## src/verilog/smx_pkg.sv

```systemverilog
// Package for the max-address lock/unlock command block.
// Assumes a single 25 MHz clock domain and a plain register port.
package smx_pkg;
   // Task-file command opcode and feature codes
   localparam logic [7:0] OPC_SETMAX = 8'hF9;
   localparam logic [7:0] OPC_RDNATIVE = 8'hF8;
   localparam logic [7:0] FEAT_SETPW = 8'h01;
   localparam logic [7:0] FEAT_LOCK = 8'h02;
   localparam logic [7:0] FEAT_UNLOCK = 8'h03;
   localparam logic [7:0] FEAT_FREEZE = 8'h04;
   // Attempt counter
   localparam logic [2:0] TRIES_INIT = 3'h5;
   localparam logic [2:0] TRIES_ZERO = 3'h0;
   // Password words per sector payload
   localparam int PW_WORDS = 16;
   localparam int PW_FIRST = 1;
   localparam int SECTOR_WORDS = 256;
   // Register offsets
   localparam logic [3:0] REG_ERROR = 4'h0;
   localparam logic [3:0] REG_STATUS = 4'h1;
   localparam logic [3:0] REG_STATE = 4'h2;
   localparam logic [3:0] REG_IRQ_STAT = 4'h3;
   localparam logic [3:0] REG_IRQ_MASK = 4'h4;
   // Field positions
   localparam int ERR_ABT = 2;
   localparam int ST_BSY = 7;
   localparam int ST_RDY = 6;
   localparam int ST_DRQ = 3;
   localparam int ST_ERR = 0;
   localparam int IRQ_DONE = 0;
   localparam int IRQ_ABORT = 1;
   localparam int IRQ_EXHAUST = 2;
   localparam logic [2:0] IRQ_NONE = 3'h0;
   localparam logic [7:0] BYTE_ZERO = 8'h00;
   // Security states
   typedef enum logic [1:0] {SEC_UNLOCKED, SEC_LOCKED, SEC_FROZEN} smx_sec_t;
endpackage
```

## src/verilog/smx_lock.sv

```systemverilog
// Lock and unlock subcommand handling for max-address security.
// Assumes task-file writes arrive as one-cycle strobes from same-clock logic.
//
// The plain strobed port and the placing of the registers were chosen for this implementation.
`timescale 1ns/1ps
`default_nettype none
module smx_lock #(
   parameter int PW_W = 16
) (
   input wire logic CLOCK,
   input wire logic RST_N,
   input wire logic CMD_WR,
   input wire logic [7:0] CMD_OPCODE,
   input wire logic [7:0] CMD_FEATURE,
   input wire logic DATA_WR,
   input wire logic [PW_W-1:0] DATA_WORD,
   input wire logic [3:0] REG_ADDR,
   input wire logic REG_WR,
   input wire logic REG_RD,
   input wire logic [7:0] REG_WDATA,
   output logic [7:0] REG_RDATA,
   output logic SETMAX_ADDR_CMD,
   output logic DONE,
   output logic IRQ
);
   typedef enum {S_IDLE, S_XFER, S_FINISH} smx_ph_t;
   smx_pkg::smx_sec_t sec, next_sec;
   smx_ph_t ph, next_ph;
   logic [2:0] tries, next_tries;
   logic [PW_W-1:0] pw [smx_pkg::PW_WORDS];
   logic [PW_W-1:0] next_pw [smx_pkg::PW_WORDS];
   logic pw_set, next_pw_set;
   logic is_setpw, next_is_setpw;
   logic mismatch, next_mismatch;
   logic [7:0] wcnt, next_wcnt;
   logic after_native, next_after_native;
   logic abort, next_abort;
   logic bsy, next_bsy;
   logic drq, next_drq;
   logic done, next_done;
   logic setmax, next_setmax;
   logic [2:0] irq_stat, next_irq_stat;
   logic [2:0] irq_mask, next_irq_mask;
   logic [7:0] rdata, next_rdata;
   logic [2:0] ev;

   function automatic logic in_pw(input logic [7:0] w);
      in_pw = (w >= 8'(smx_pkg::PW_FIRST)) && (w < 8'(smx_pkg::PW_FIRST + smx_pkg::PW_WORDS));
   endfunction

   always_comb begin
      logic [3:0] idx;
      idx = 4'h0;
      next_sec = sec;
      next_ph = ph;
      next_tries = tries;
      next_pw = pw;
      next_pw_set = pw_set;
      next_is_setpw = is_setpw;
      next_mismatch = mismatch;
      next_wcnt = wcnt;
      next_after_native = after_native;
      next_abort = abort;
      next_bsy = bsy;
      next_drq = drq;
      next_done = 1'b0;
      next_setmax = 1'b0;
      ev = smx_pkg::IRQ_NONE;
      unique case (ph)
         S_IDLE: begin
            if (CMD_WR) begin
               next_after_native = (CMD_OPCODE == smx_pkg::OPC_RDNATIVE);
               if (CMD_OPCODE == smx_pkg::OPC_SETMAX) begin
                  next_bsy = 1'b1;
                  next_abort = 1'b0;
                  next_ph = S_FINISH;
                  if (after_native) begin
                     // Handed to the address-setting path; abort if secured
                     next_setmax = (sec == smx_pkg::SEC_UNLOCKED);
                     next_abort = (sec != smx_pkg::SEC_UNLOCKED);
                  end else if (sec == smx_pkg::SEC_FROZEN) begin
                     next_abort = 1'b1;
                  end else if (CMD_FEATURE == smx_pkg::FEAT_LOCK) begin
                     if (sec == smx_pkg::SEC_LOCKED) next_abort = 1'b1;
                     else next_sec = smx_pkg::SEC_LOCKED;
                  end else if (CMD_FEATURE == smx_pkg::FEAT_UNLOCK) begin
                     // Exhausted counter refuses before any data moves
                     if (tries == smx_pkg::TRIES_ZERO || !pw_set) begin
                        next_abort = 1'b1;
                     end else begin
                        next_ph = S_XFER;
                        next_drq = 1'b1;
                        next_wcnt = smx_pkg::BYTE_ZERO;
                        next_mismatch = 1'b0;
                        next_is_setpw = 1'b0;
                     end
                  end else if (CMD_FEATURE == smx_pkg::FEAT_SETPW) begin
                     if (sec != smx_pkg::SEC_UNLOCKED) next_abort = 1'b1;
                     else begin
                        next_ph = S_XFER;
                        next_drq = 1'b1;
                        next_wcnt = smx_pkg::BYTE_ZERO;
                        next_is_setpw = 1'b1;
                     end
                  end else if (CMD_FEATURE == smx_pkg::FEAT_FREEZE) begin
                     next_sec = smx_pkg::SEC_FROZEN;
                  end else begin
                     next_abort = 1'b1;
                  end
               end
            end
         end
         S_XFER: begin
            if (DATA_WR) begin
               idx = 4'(wcnt - 8'(smx_pkg::PW_FIRST));
               if (in_pw(wcnt)) begin
                  if (is_setpw) next_pw[idx] = DATA_WORD;
                  else if (DATA_WORD != pw[idx]) next_mismatch = 1'b1;
               end
               next_wcnt = wcnt + 8'h01;
               if (wcnt == 8'(smx_pkg::SECTOR_WORDS - 1)) begin
                  next_drq = 1'b0;
                  next_ph = S_FINISH;
                  if (is_setpw) next_pw_set = 1'b1;
                  else if (mismatch || (in_pw(wcnt) && DATA_WORD != pw[idx])) begin
                     next_abort = 1'b1;
                     next_tries = tries - 3'h1;
                  end else begin
                     next_sec = smx_pkg::SEC_UNLOCKED;
                  end
               end
            end
         end
         S_FINISH: begin
            next_bsy = 1'b0;
            next_done = 1'b1;
            next_ph = S_IDLE;
            ev[smx_pkg::IRQ_DONE] = 1'b1;
            ev[smx_pkg::IRQ_ABORT] = abort;
            ev[smx_pkg::IRQ_EXHAUST] = abort && (tries == smx_pkg::TRIES_ZERO);
         end
      endcase
   end

   always_comb begin
      next_irq_mask = irq_mask;
      next_irq_stat = irq_stat;
      next_rdata = smx_pkg::BYTE_ZERO;
      if (REG_WR && REG_ADDR == smx_pkg::REG_IRQ_MASK) next_irq_mask = REG_WDATA[2:0];
      if (REG_WR && REG_ADDR == smx_pkg::REG_IRQ_STAT) next_irq_stat = irq_stat & ~REG_WDATA[2:0];
      // New events win over a clear in the same cycle
      next_irq_stat = next_irq_stat | ev;
      if (REG_RD) begin
         unique case (REG_ADDR)
            smx_pkg::REG_ERROR: next_rdata[smx_pkg::ERR_ABT] = abort;
            smx_pkg::REG_STATUS: begin
               next_rdata[smx_pkg::ST_BSY] = bsy;
               next_rdata[smx_pkg::ST_RDY] = 1'b1;
               next_rdata[smx_pkg::ST_DRQ] = drq;
               next_rdata[smx_pkg::ST_ERR] = abort && !bsy;
            end
            smx_pkg::REG_STATE: next_rdata = {tries, pw_set, 2'b00, 2'(sec)};
            smx_pkg::REG_IRQ_STAT: next_rdata = {5'h00, irq_stat};
            smx_pkg::REG_IRQ_MASK: next_rdata = {5'h00, irq_mask};
            default: next_rdata = smx_pkg::BYTE_ZERO;
         endcase
      end
   end

   // Synchronous reset stands for power cycle and hard reset alike
   always_ff @(posedge CLOCK) begin
      if (!RST_N) begin
         sec <= smx_pkg::SEC_UNLOCKED;
         ph <= S_IDLE;
         tries <= smx_pkg::TRIES_INIT;
         for (int i = 0; i < smx_pkg::PW_WORDS; i++) pw[i] <= '0;
         pw_set <= 1'b0;
         is_setpw <= 1'b0;
         mismatch <= 1'b0;
         wcnt <= smx_pkg::BYTE_ZERO;
         after_native <= 1'b0;
         abort <= 1'b0;
         bsy <= 1'b0;
         drq <= 1'b0;
         done <= 1'b0;
         setmax <= 1'b0;
         irq_stat <= smx_pkg::IRQ_NONE;
         irq_mask <= smx_pkg::IRQ_NONE;
         rdata <= smx_pkg::BYTE_ZERO;
      end else begin
         sec <= next_sec;
         ph <= next_ph;
         tries <= next_tries;
         pw <= next_pw;
         pw_set <= next_pw_set;
         is_setpw <= next_is_setpw;
         mismatch <= next_mismatch;
         wcnt <= next_wcnt;
         after_native <= next_after_native;
         abort <= next_abort;
         bsy <= next_bsy;
         drq <= next_drq;
         done <= next_done;
         setmax <= next_setmax;
         irq_stat <= next_irq_stat;
         irq_mask <= next_irq_mask;
         rdata <= next_rdata;
      end
   end

   assign REG_RDATA = rdata;
   assign SETMAX_ADDR_CMD = setmax;
   assign DONE = done;
   assign IRQ = |(irq_stat & irq_mask);

   property p_lock_enters;
      @(posedge CLOCK) disable iff (!RST_N)
      (ph == S_IDLE && CMD_WR && CMD_OPCODE == smx_pkg::OPC_SETMAX && !after_native
       && CMD_FEATURE == smx_pkg::FEAT_LOCK && sec == smx_pkg::SEC_UNLOCKED)
      |=> sec == smx_pkg::SEC_LOCKED ##1 done;
   endproperty
   a_lock_enters: assert property (p_lock_enters) else $error("Lock did not lock");

   property p_locked_rejects;
      @(posedge CLOCK) disable iff (!RST_N)
      (ph == S_IDLE && CMD_WR && CMD_OPCODE == smx_pkg::OPC_SETMAX && sec == smx_pkg::SEC_LOCKED
       && (after_native || CMD_FEATURE == smx_pkg::FEAT_LOCK || CMD_FEATURE == smx_pkg::FEAT_SETPW))
      |=> abort && sec == smx_pkg::SEC_LOCKED;
   endproperty
   a_locked_rejects: assert property (p_locked_rejects) else $error("Locked accepted command");

   property p_locked_stays;
      @(posedge CLOCK) disable iff (!RST_N)
      (sec == smx_pkg::SEC_LOCKED && ph == S_IDLE && !CMD_WR) |=> sec == smx_pkg::SEC_LOCKED;
   endproperty
   a_locked_stays: assert property (p_locked_stays) else $error("Locked state left");

   property p_mismatch_counts;
      @(posedge CLOCK) disable iff (!RST_N)
      (ph == S_XFER && !is_setpw && next_abort && !abort)
      |=> tries == $past(tries) - 3'h1 ##1 done && !bsy;
   endproperty
   a_mismatch_counts: assert property (p_mismatch_counts) else $error("Mismatch not counted");

   property p_tries_bounded;
      @(posedge CLOCK) disable iff (!RST_N)
      tries <= smx_pkg::TRIES_INIT && (tries == $past(tries) || tries == $past(tries) - 3'h1);
   endproperty
   a_tries_bounded: assert property (p_tries_bounded) else $error("Attempt counter wrong");

   property p_exhausted;
      @(posedge CLOCK) disable iff (!RST_N)
      (ph == S_IDLE && CMD_WR && CMD_OPCODE == smx_pkg::OPC_SETMAX && !after_native
       && CMD_FEATURE == smx_pkg::FEAT_UNLOCK && tries == smx_pkg::TRIES_ZERO)
      |=> abort && !drq ##1 done;
   endproperty
   a_exhausted: assert property (p_exhausted) else $error("Unlock not refused");

   property p_match_unlocks;
      @(posedge CLOCK) disable iff (!RST_N)
      (ph == S_XFER && !is_setpw && next_ph == S_FINISH && !next_abort)
      |=> sec == smx_pkg::SEC_UNLOCKED;
   endproperty
   a_match_unlocks: assert property (p_match_unlocks) else $error("Match did not unlock");

   property p_abort_flags;
      @(posedge CLOCK) disable iff (!RST_N)
      (ph == S_FINISH && abort) |=> !bsy && abort && irq_stat[smx_pkg::IRQ_ABORT];
   endproperty
   a_abort_flags: assert property (p_abort_flags) else $error("Abort flags wrong");
endmodule // smx_lock
`default_nettype wire

```

## config.mk

```make
export PLATFORM = sky130hd
export DESIGN_NAME = smx_lock
export DESIGN_NICKNAME = d
export VERILOG_FILES = /design/src/verilog/smx_pkg.sv /design/src/verilog/smx_lock.sv
export SDC_FILE = /design/constraint.sdc
export NUM_CORES = 1
export LEC_CHECK = 0
export ABC_AREA = 1
export ABC_CLOCK_PERIOD_IN_PS = 6280
export BUFFER_PORTS_ARGS = -buffer_cell sky130_fd_sc_hd__buf_4
export CAP_MARGIN = 20
export CORE_AREA = 2 2 181 183
export CTS_CLUSTER_DIAMETER = 120
export DETAILED_ROUTE_END_ITERATION = 7
export DIE_AREA = 0 0 183 185
export GPL_TIMING_DRIVEN = 0
export PLACE_DENSITY = 0.58
export RECOVER_POWER = 100
export SLEW_MARGIN = 20
export SYNTH_ARGS = -nofsm -noshare
export SYNTH_HDL_FRONTEND = slang
export SYNTH_SLANG_ARGS = --single-unit
```

## constraint.sdc

```tcl
create_clock -name CLOCK -period 6.28 [get_ports CLOCK]
set_input_delay 0.314 -clock CLOCK [delete_from_list [all_inputs] [get_ports CLOCK]]
set_output_delay 0.314 -clock CLOCK [all_outputs]
set_load 0.05 [all_outputs]
```

==> flow_metrics.env <==
export IMPL_run_status="complete, no violations"
export IMPL_setup_violations=0
export IMPL_crit_path_frequent_cell="nand2_1"
export IMPL_drt_wl_total_um=57930
export IMPL_syn_area_um2=14140
export IMPL_hold_worst_slack_ns=0.07201
export IMPL_io_pins=61
export IMPL_yosysMostFrequentCell="nand2_1"
export IMPL_rsz0062_at_grt="false"
export IMPL_cts_root_buf="clkbuf_16"
export IMPL_start_util_pct=44.13
export IMPL_yosys_top_cells_area="dfxtp_1 42%, nand2_1 15%, o21ai_0 9.1%, a21oi_1 8.8%, inv_1 7.4%"
export IMPL_power_frac_seq_pct=42.4
export IMPL_p_clk_share_pct=44.1
export IMPL_wl_per_cell_um=21.66
export IMPL_syn_to_final_growth_pct=13.58
export IMPL_slew_violations=0
export IMPL_yosys_warnings=0
export IMPL_reg2regPathDepth=23
export IMPL_dp_hpwl_um=40250
export IMPL_skew_ns=0.01541
export IMPL_ys_ff_latch=294
export IMPL_cts_path_max_buffers=3
export IMPL_grt_pass1_vias=13320
export IMPL_synth_edf_count=0
export IMPL_fmax_mhz=184.2
export IMPL_ctsResizeCount=0
export IMPL_synth_seq_area_share_pct=41.62
export IMPL_nets=2311
export IMPL_die_area_um2=33860
export IMPL_final_area_um2=16060
export IMPL_muxShareOfSynthArea_pct=0
export IMPL_post_cts_setup_buffers=0
export IMPL_p_int_mw=3.195
export IMPL_synthAdderAreaFrac_pct=1.062
export IMPL_cp_arrival_ns=5.79
export IMPL_diodes=0
export IMPL_grt_overflow=0
export IMPL_drtIter0Drc=1278
export IMPL_end_kind="flop"
export IMPL_drtPass1Iterations=5
export IMPL_synth_top_family_by_area="simple AND/OR/NAND/NOR gates"
export IMPL_synth_ff_type="dfxtp_1"
export IMPL_crit_chain="inv_1, buf_2, clkbuf_1, ha_1, inv_2, clkbuf_1, nand3_1, nand2_1, nand2_1, nand2_1, nand2_1, nand3b_1, nand2_1, nor2_1, nand2_1, nor2_1, nand2_1, nand2_1, nand2_1, nand2_1, inv_1, nand3_1, nand3_1"
export IMPL_critPathMaxStageDelay_ns=0.85
export IMPL_die_h_um=185
export IMPL_synth_simple_area_share_pct=26.14
export IMPL_coreArea_um2=32040
export IMPL_detail_route_antenna_nets=0
export IMPL_power_frac_comb_pct=13.5
export IMPL_antenna_found_initial=1
export IMPL_period_share_pct=86.46
export IMPL_tightest_slew_ns=1.213
export IMPL_h_tree_depth=2
export IMPL_num_vias=14590
export IMPL_cts_sinks=294
export IMPL_placed_cell_area_um2=15060
export IMPL_cp_max_fo=12
export IMPL_yosys_area_top_type="dfxtp_1"
export IMPL_holdCritStartpoint="REG_RD"
export IMPL_cts_made_buffers=35
export IMPL_leakagePower_nw=5.940
export IMPL_switchingPower_mw=1.262
export IMPL_synth_xor_area_share_pct=0.2566
export IMPL_finalSetupTns_ns=0
export IMPL_portBuffers=55
export IMPL_netSwitchingFraction_pct=28.31
export IMPL_hold_buffers=0
export IMPL_r2r_slack_ns=0.85
export IMPL_grt_use_total_pct=33.91
export IMPL_max_slew_margin_pct=18.53
export IMPL_period_minus_slack_ns=5.430
export IMPL_cp_required_ns=6.64
export IMPL_synthCells=2157
export IMPL_cp_slowest_cell="clkbuf_1"
export IMPL_grt_pass1_wl_um=84130
export IMPL_cts_tree="done"
export IMPL_dieWidth_um=183
export IMPL_rows=66
export IMPL_peakVddDrop_v=0.0002207
export IMPL_final_hold_violation_count=0
export IMPL_start_kind="flop"
export IMPL_r2r_start="wcnt[0]$_SDFFE_PN0P_"
export IMPL_clkSlewWorstSetupHoldPaths_ns=0.06
export IMPL_hold_depth=3
export IMPL_synthTopCellsByCount="563 x nand2_1, 294 x dfxtp_1, 278 x inv_1"
export IMPL_async_reset_ff_share_pct=0
export IMPL_layout_drive_gt1_share_pct=6.043
export IMPL_powerDensity_nw_per_um2=277.5
export IMPL_syn_area_per_cell_um2=6.555
export IMPL_clock_latency_ns=0.52
export IMPL_grt_start_max_net_pins=13
export IMPL_hold_class="input pin to flop"
export IMPL_reg2reg_to="tries[2]$_SDFFE_PN1P_"
export IMPL_drcViolationCount=0
export IMPL_synth_top_area_share_pct=41.62
export IMPL_maxCapViolations=0
export IMPL_viasPerCell=5.452
export IMPL_gp_congestion=0.9816
export IMPL_criticalPathCategory="flop to flop"
export IMPL_synth_compound_area_share_pct=18.98
export IMPL_syn_nets=2219
export IMPL_ys_types=35
export IMPL_worstHoldEndpoint="REG_RDATA[0]$_SDFF_PN0_"
layout by cell type, fill, tap and decap left out:
master	n
nor3_1	14
inv_1	280
or2_2	1
nor2_1	103
o21a_1	1
nand4_1	8
a31oi_1	1
a21oi_1	250
nand3b_1	14
inv_2	3
buf_1	6
ha_1	12
o21ai_0	267
clkinv_2	6
a221oi_1	1
clkbuf_1	121
xnor2_4	1
nand3_1	176
dfxtp_1	294
a211oi_1	4
xor2_1	1
a31o_2	1
clkbuf_16	37
buf_2	33
clkbuf_8	8
nand3_2	1
clkinv_1	2
buf_4	41
nand2_1	565
o211ai_1	3
buf_6	3
o31ai_1	1
nor4_1	6
nand2_2	2
worst max path at each step:
stage / depth (start not counted) / start / end
after floorplan: 23 / wcnt[0]$_SDFFE_PN0P_ / tries[2]$_SDFFE_PN1P_
after global placement: 23 / wcnt[0]$_SDFFE_PN0P_ / tries[2]$_SDFFE_PN1P_
after detailed placement: 23 / wcnt[0]$_SDFFE_PN0P_ / tries[2]$_SDFFE_PN1P_
after CTS: 23 / wcnt[0]$_SDFFE_PN0P_ / tries[2]$_SDFFE_PN1P_
after global routing: 23 / wcnt[0]$_SDFFE_PN0P_ / tries[2]$_SDFFE_PN1P_
final: 23 / wcnt[0]$_SDFFE_PN0P_ / tries[2]$_SDFFE_PN1P_
stage by stage:
step	setup slack (ns)	utilization [%]	cells	total power [mW]
finish	0.8501	50.13	2675	4.457
global route	0.6440	50.13	2675	4.599
CTS	1.589	50.38	2675	4.451
detailed placement	1.606	47.01	2620	2.516
global placement	1.620	47.01	2620	2.515
floorplan	3.494	-	2157	2.281
metal layers:
layer / vias up / wire length, µm / part of all wire [%] / global-route usage, %
met2: 594 / 25580 / 44 / 54.03
met5: - / 11 / 0.019 / 0
met3: 134 / 4521 / 7.8 / 5.918
met4: 2 / 2542 / 4.4 / 13.95
met1: 6787 / 25280 / 44 / 45.56
li1: 7068 / - / - / -
registers in the layout, summed over array words and instances (netlist names):
name	count
is_setpw	1
sec	2
irq_mask	3
pw_set	1
bsy	1
after_native	1
REG_RDATA	8
irq_stat	3
abort	1
mismatch	1
tries	3
SETMAX_ADDR_CMD	1
ph	2
pw	256
wcnt	8
DONE	1
drq	1
critical path: cells and delay by family, from the launching register on:
family / cells / cell delay [ns]
simple gates: 16 / 2.03
buf+inv: 6 / 2.41
flops: 1 / 0.42
fa+ha+maj: 1 / 0.41
power groups by stage:
stage | Sequential (mW) | Combinational, mW | Clock (mW)
2_1_floorplan | 1.93 | 0.349 | 0
3_3_place_gp | 1.93 | 0.587 | 0
3_5_place_dp | 1.93 | 0.587 | 0
4_1_cts | 1.89 | 0.590 | 1.97
5_1_grt | 1.89 | 0.658 | 2.05
6_report | 1.89 | 0.601 | 1.97
layout make-up:
cell class	count	area, µm²
buffer	144	604.3
clock buffer	50	1055
clock inverter	5	25.02
fill	3329	15980
inverter	286	1075
multi-input combinational	1433	6545
sequential	294	5886
tap	408	510.5
timing repair buffer	55	360.3
logic make-up after synthesis:
family | Yosys count
AO/OA/AOI/OAI | 529
XOR/XNOR | 2
adder cells (fa/ha/maj) | 12
buffers and inverters | 430
flip-flops | 294
AND/OR/NAND/NOR | 890
No activity file was read; power rests on OpenSTA's default activity.
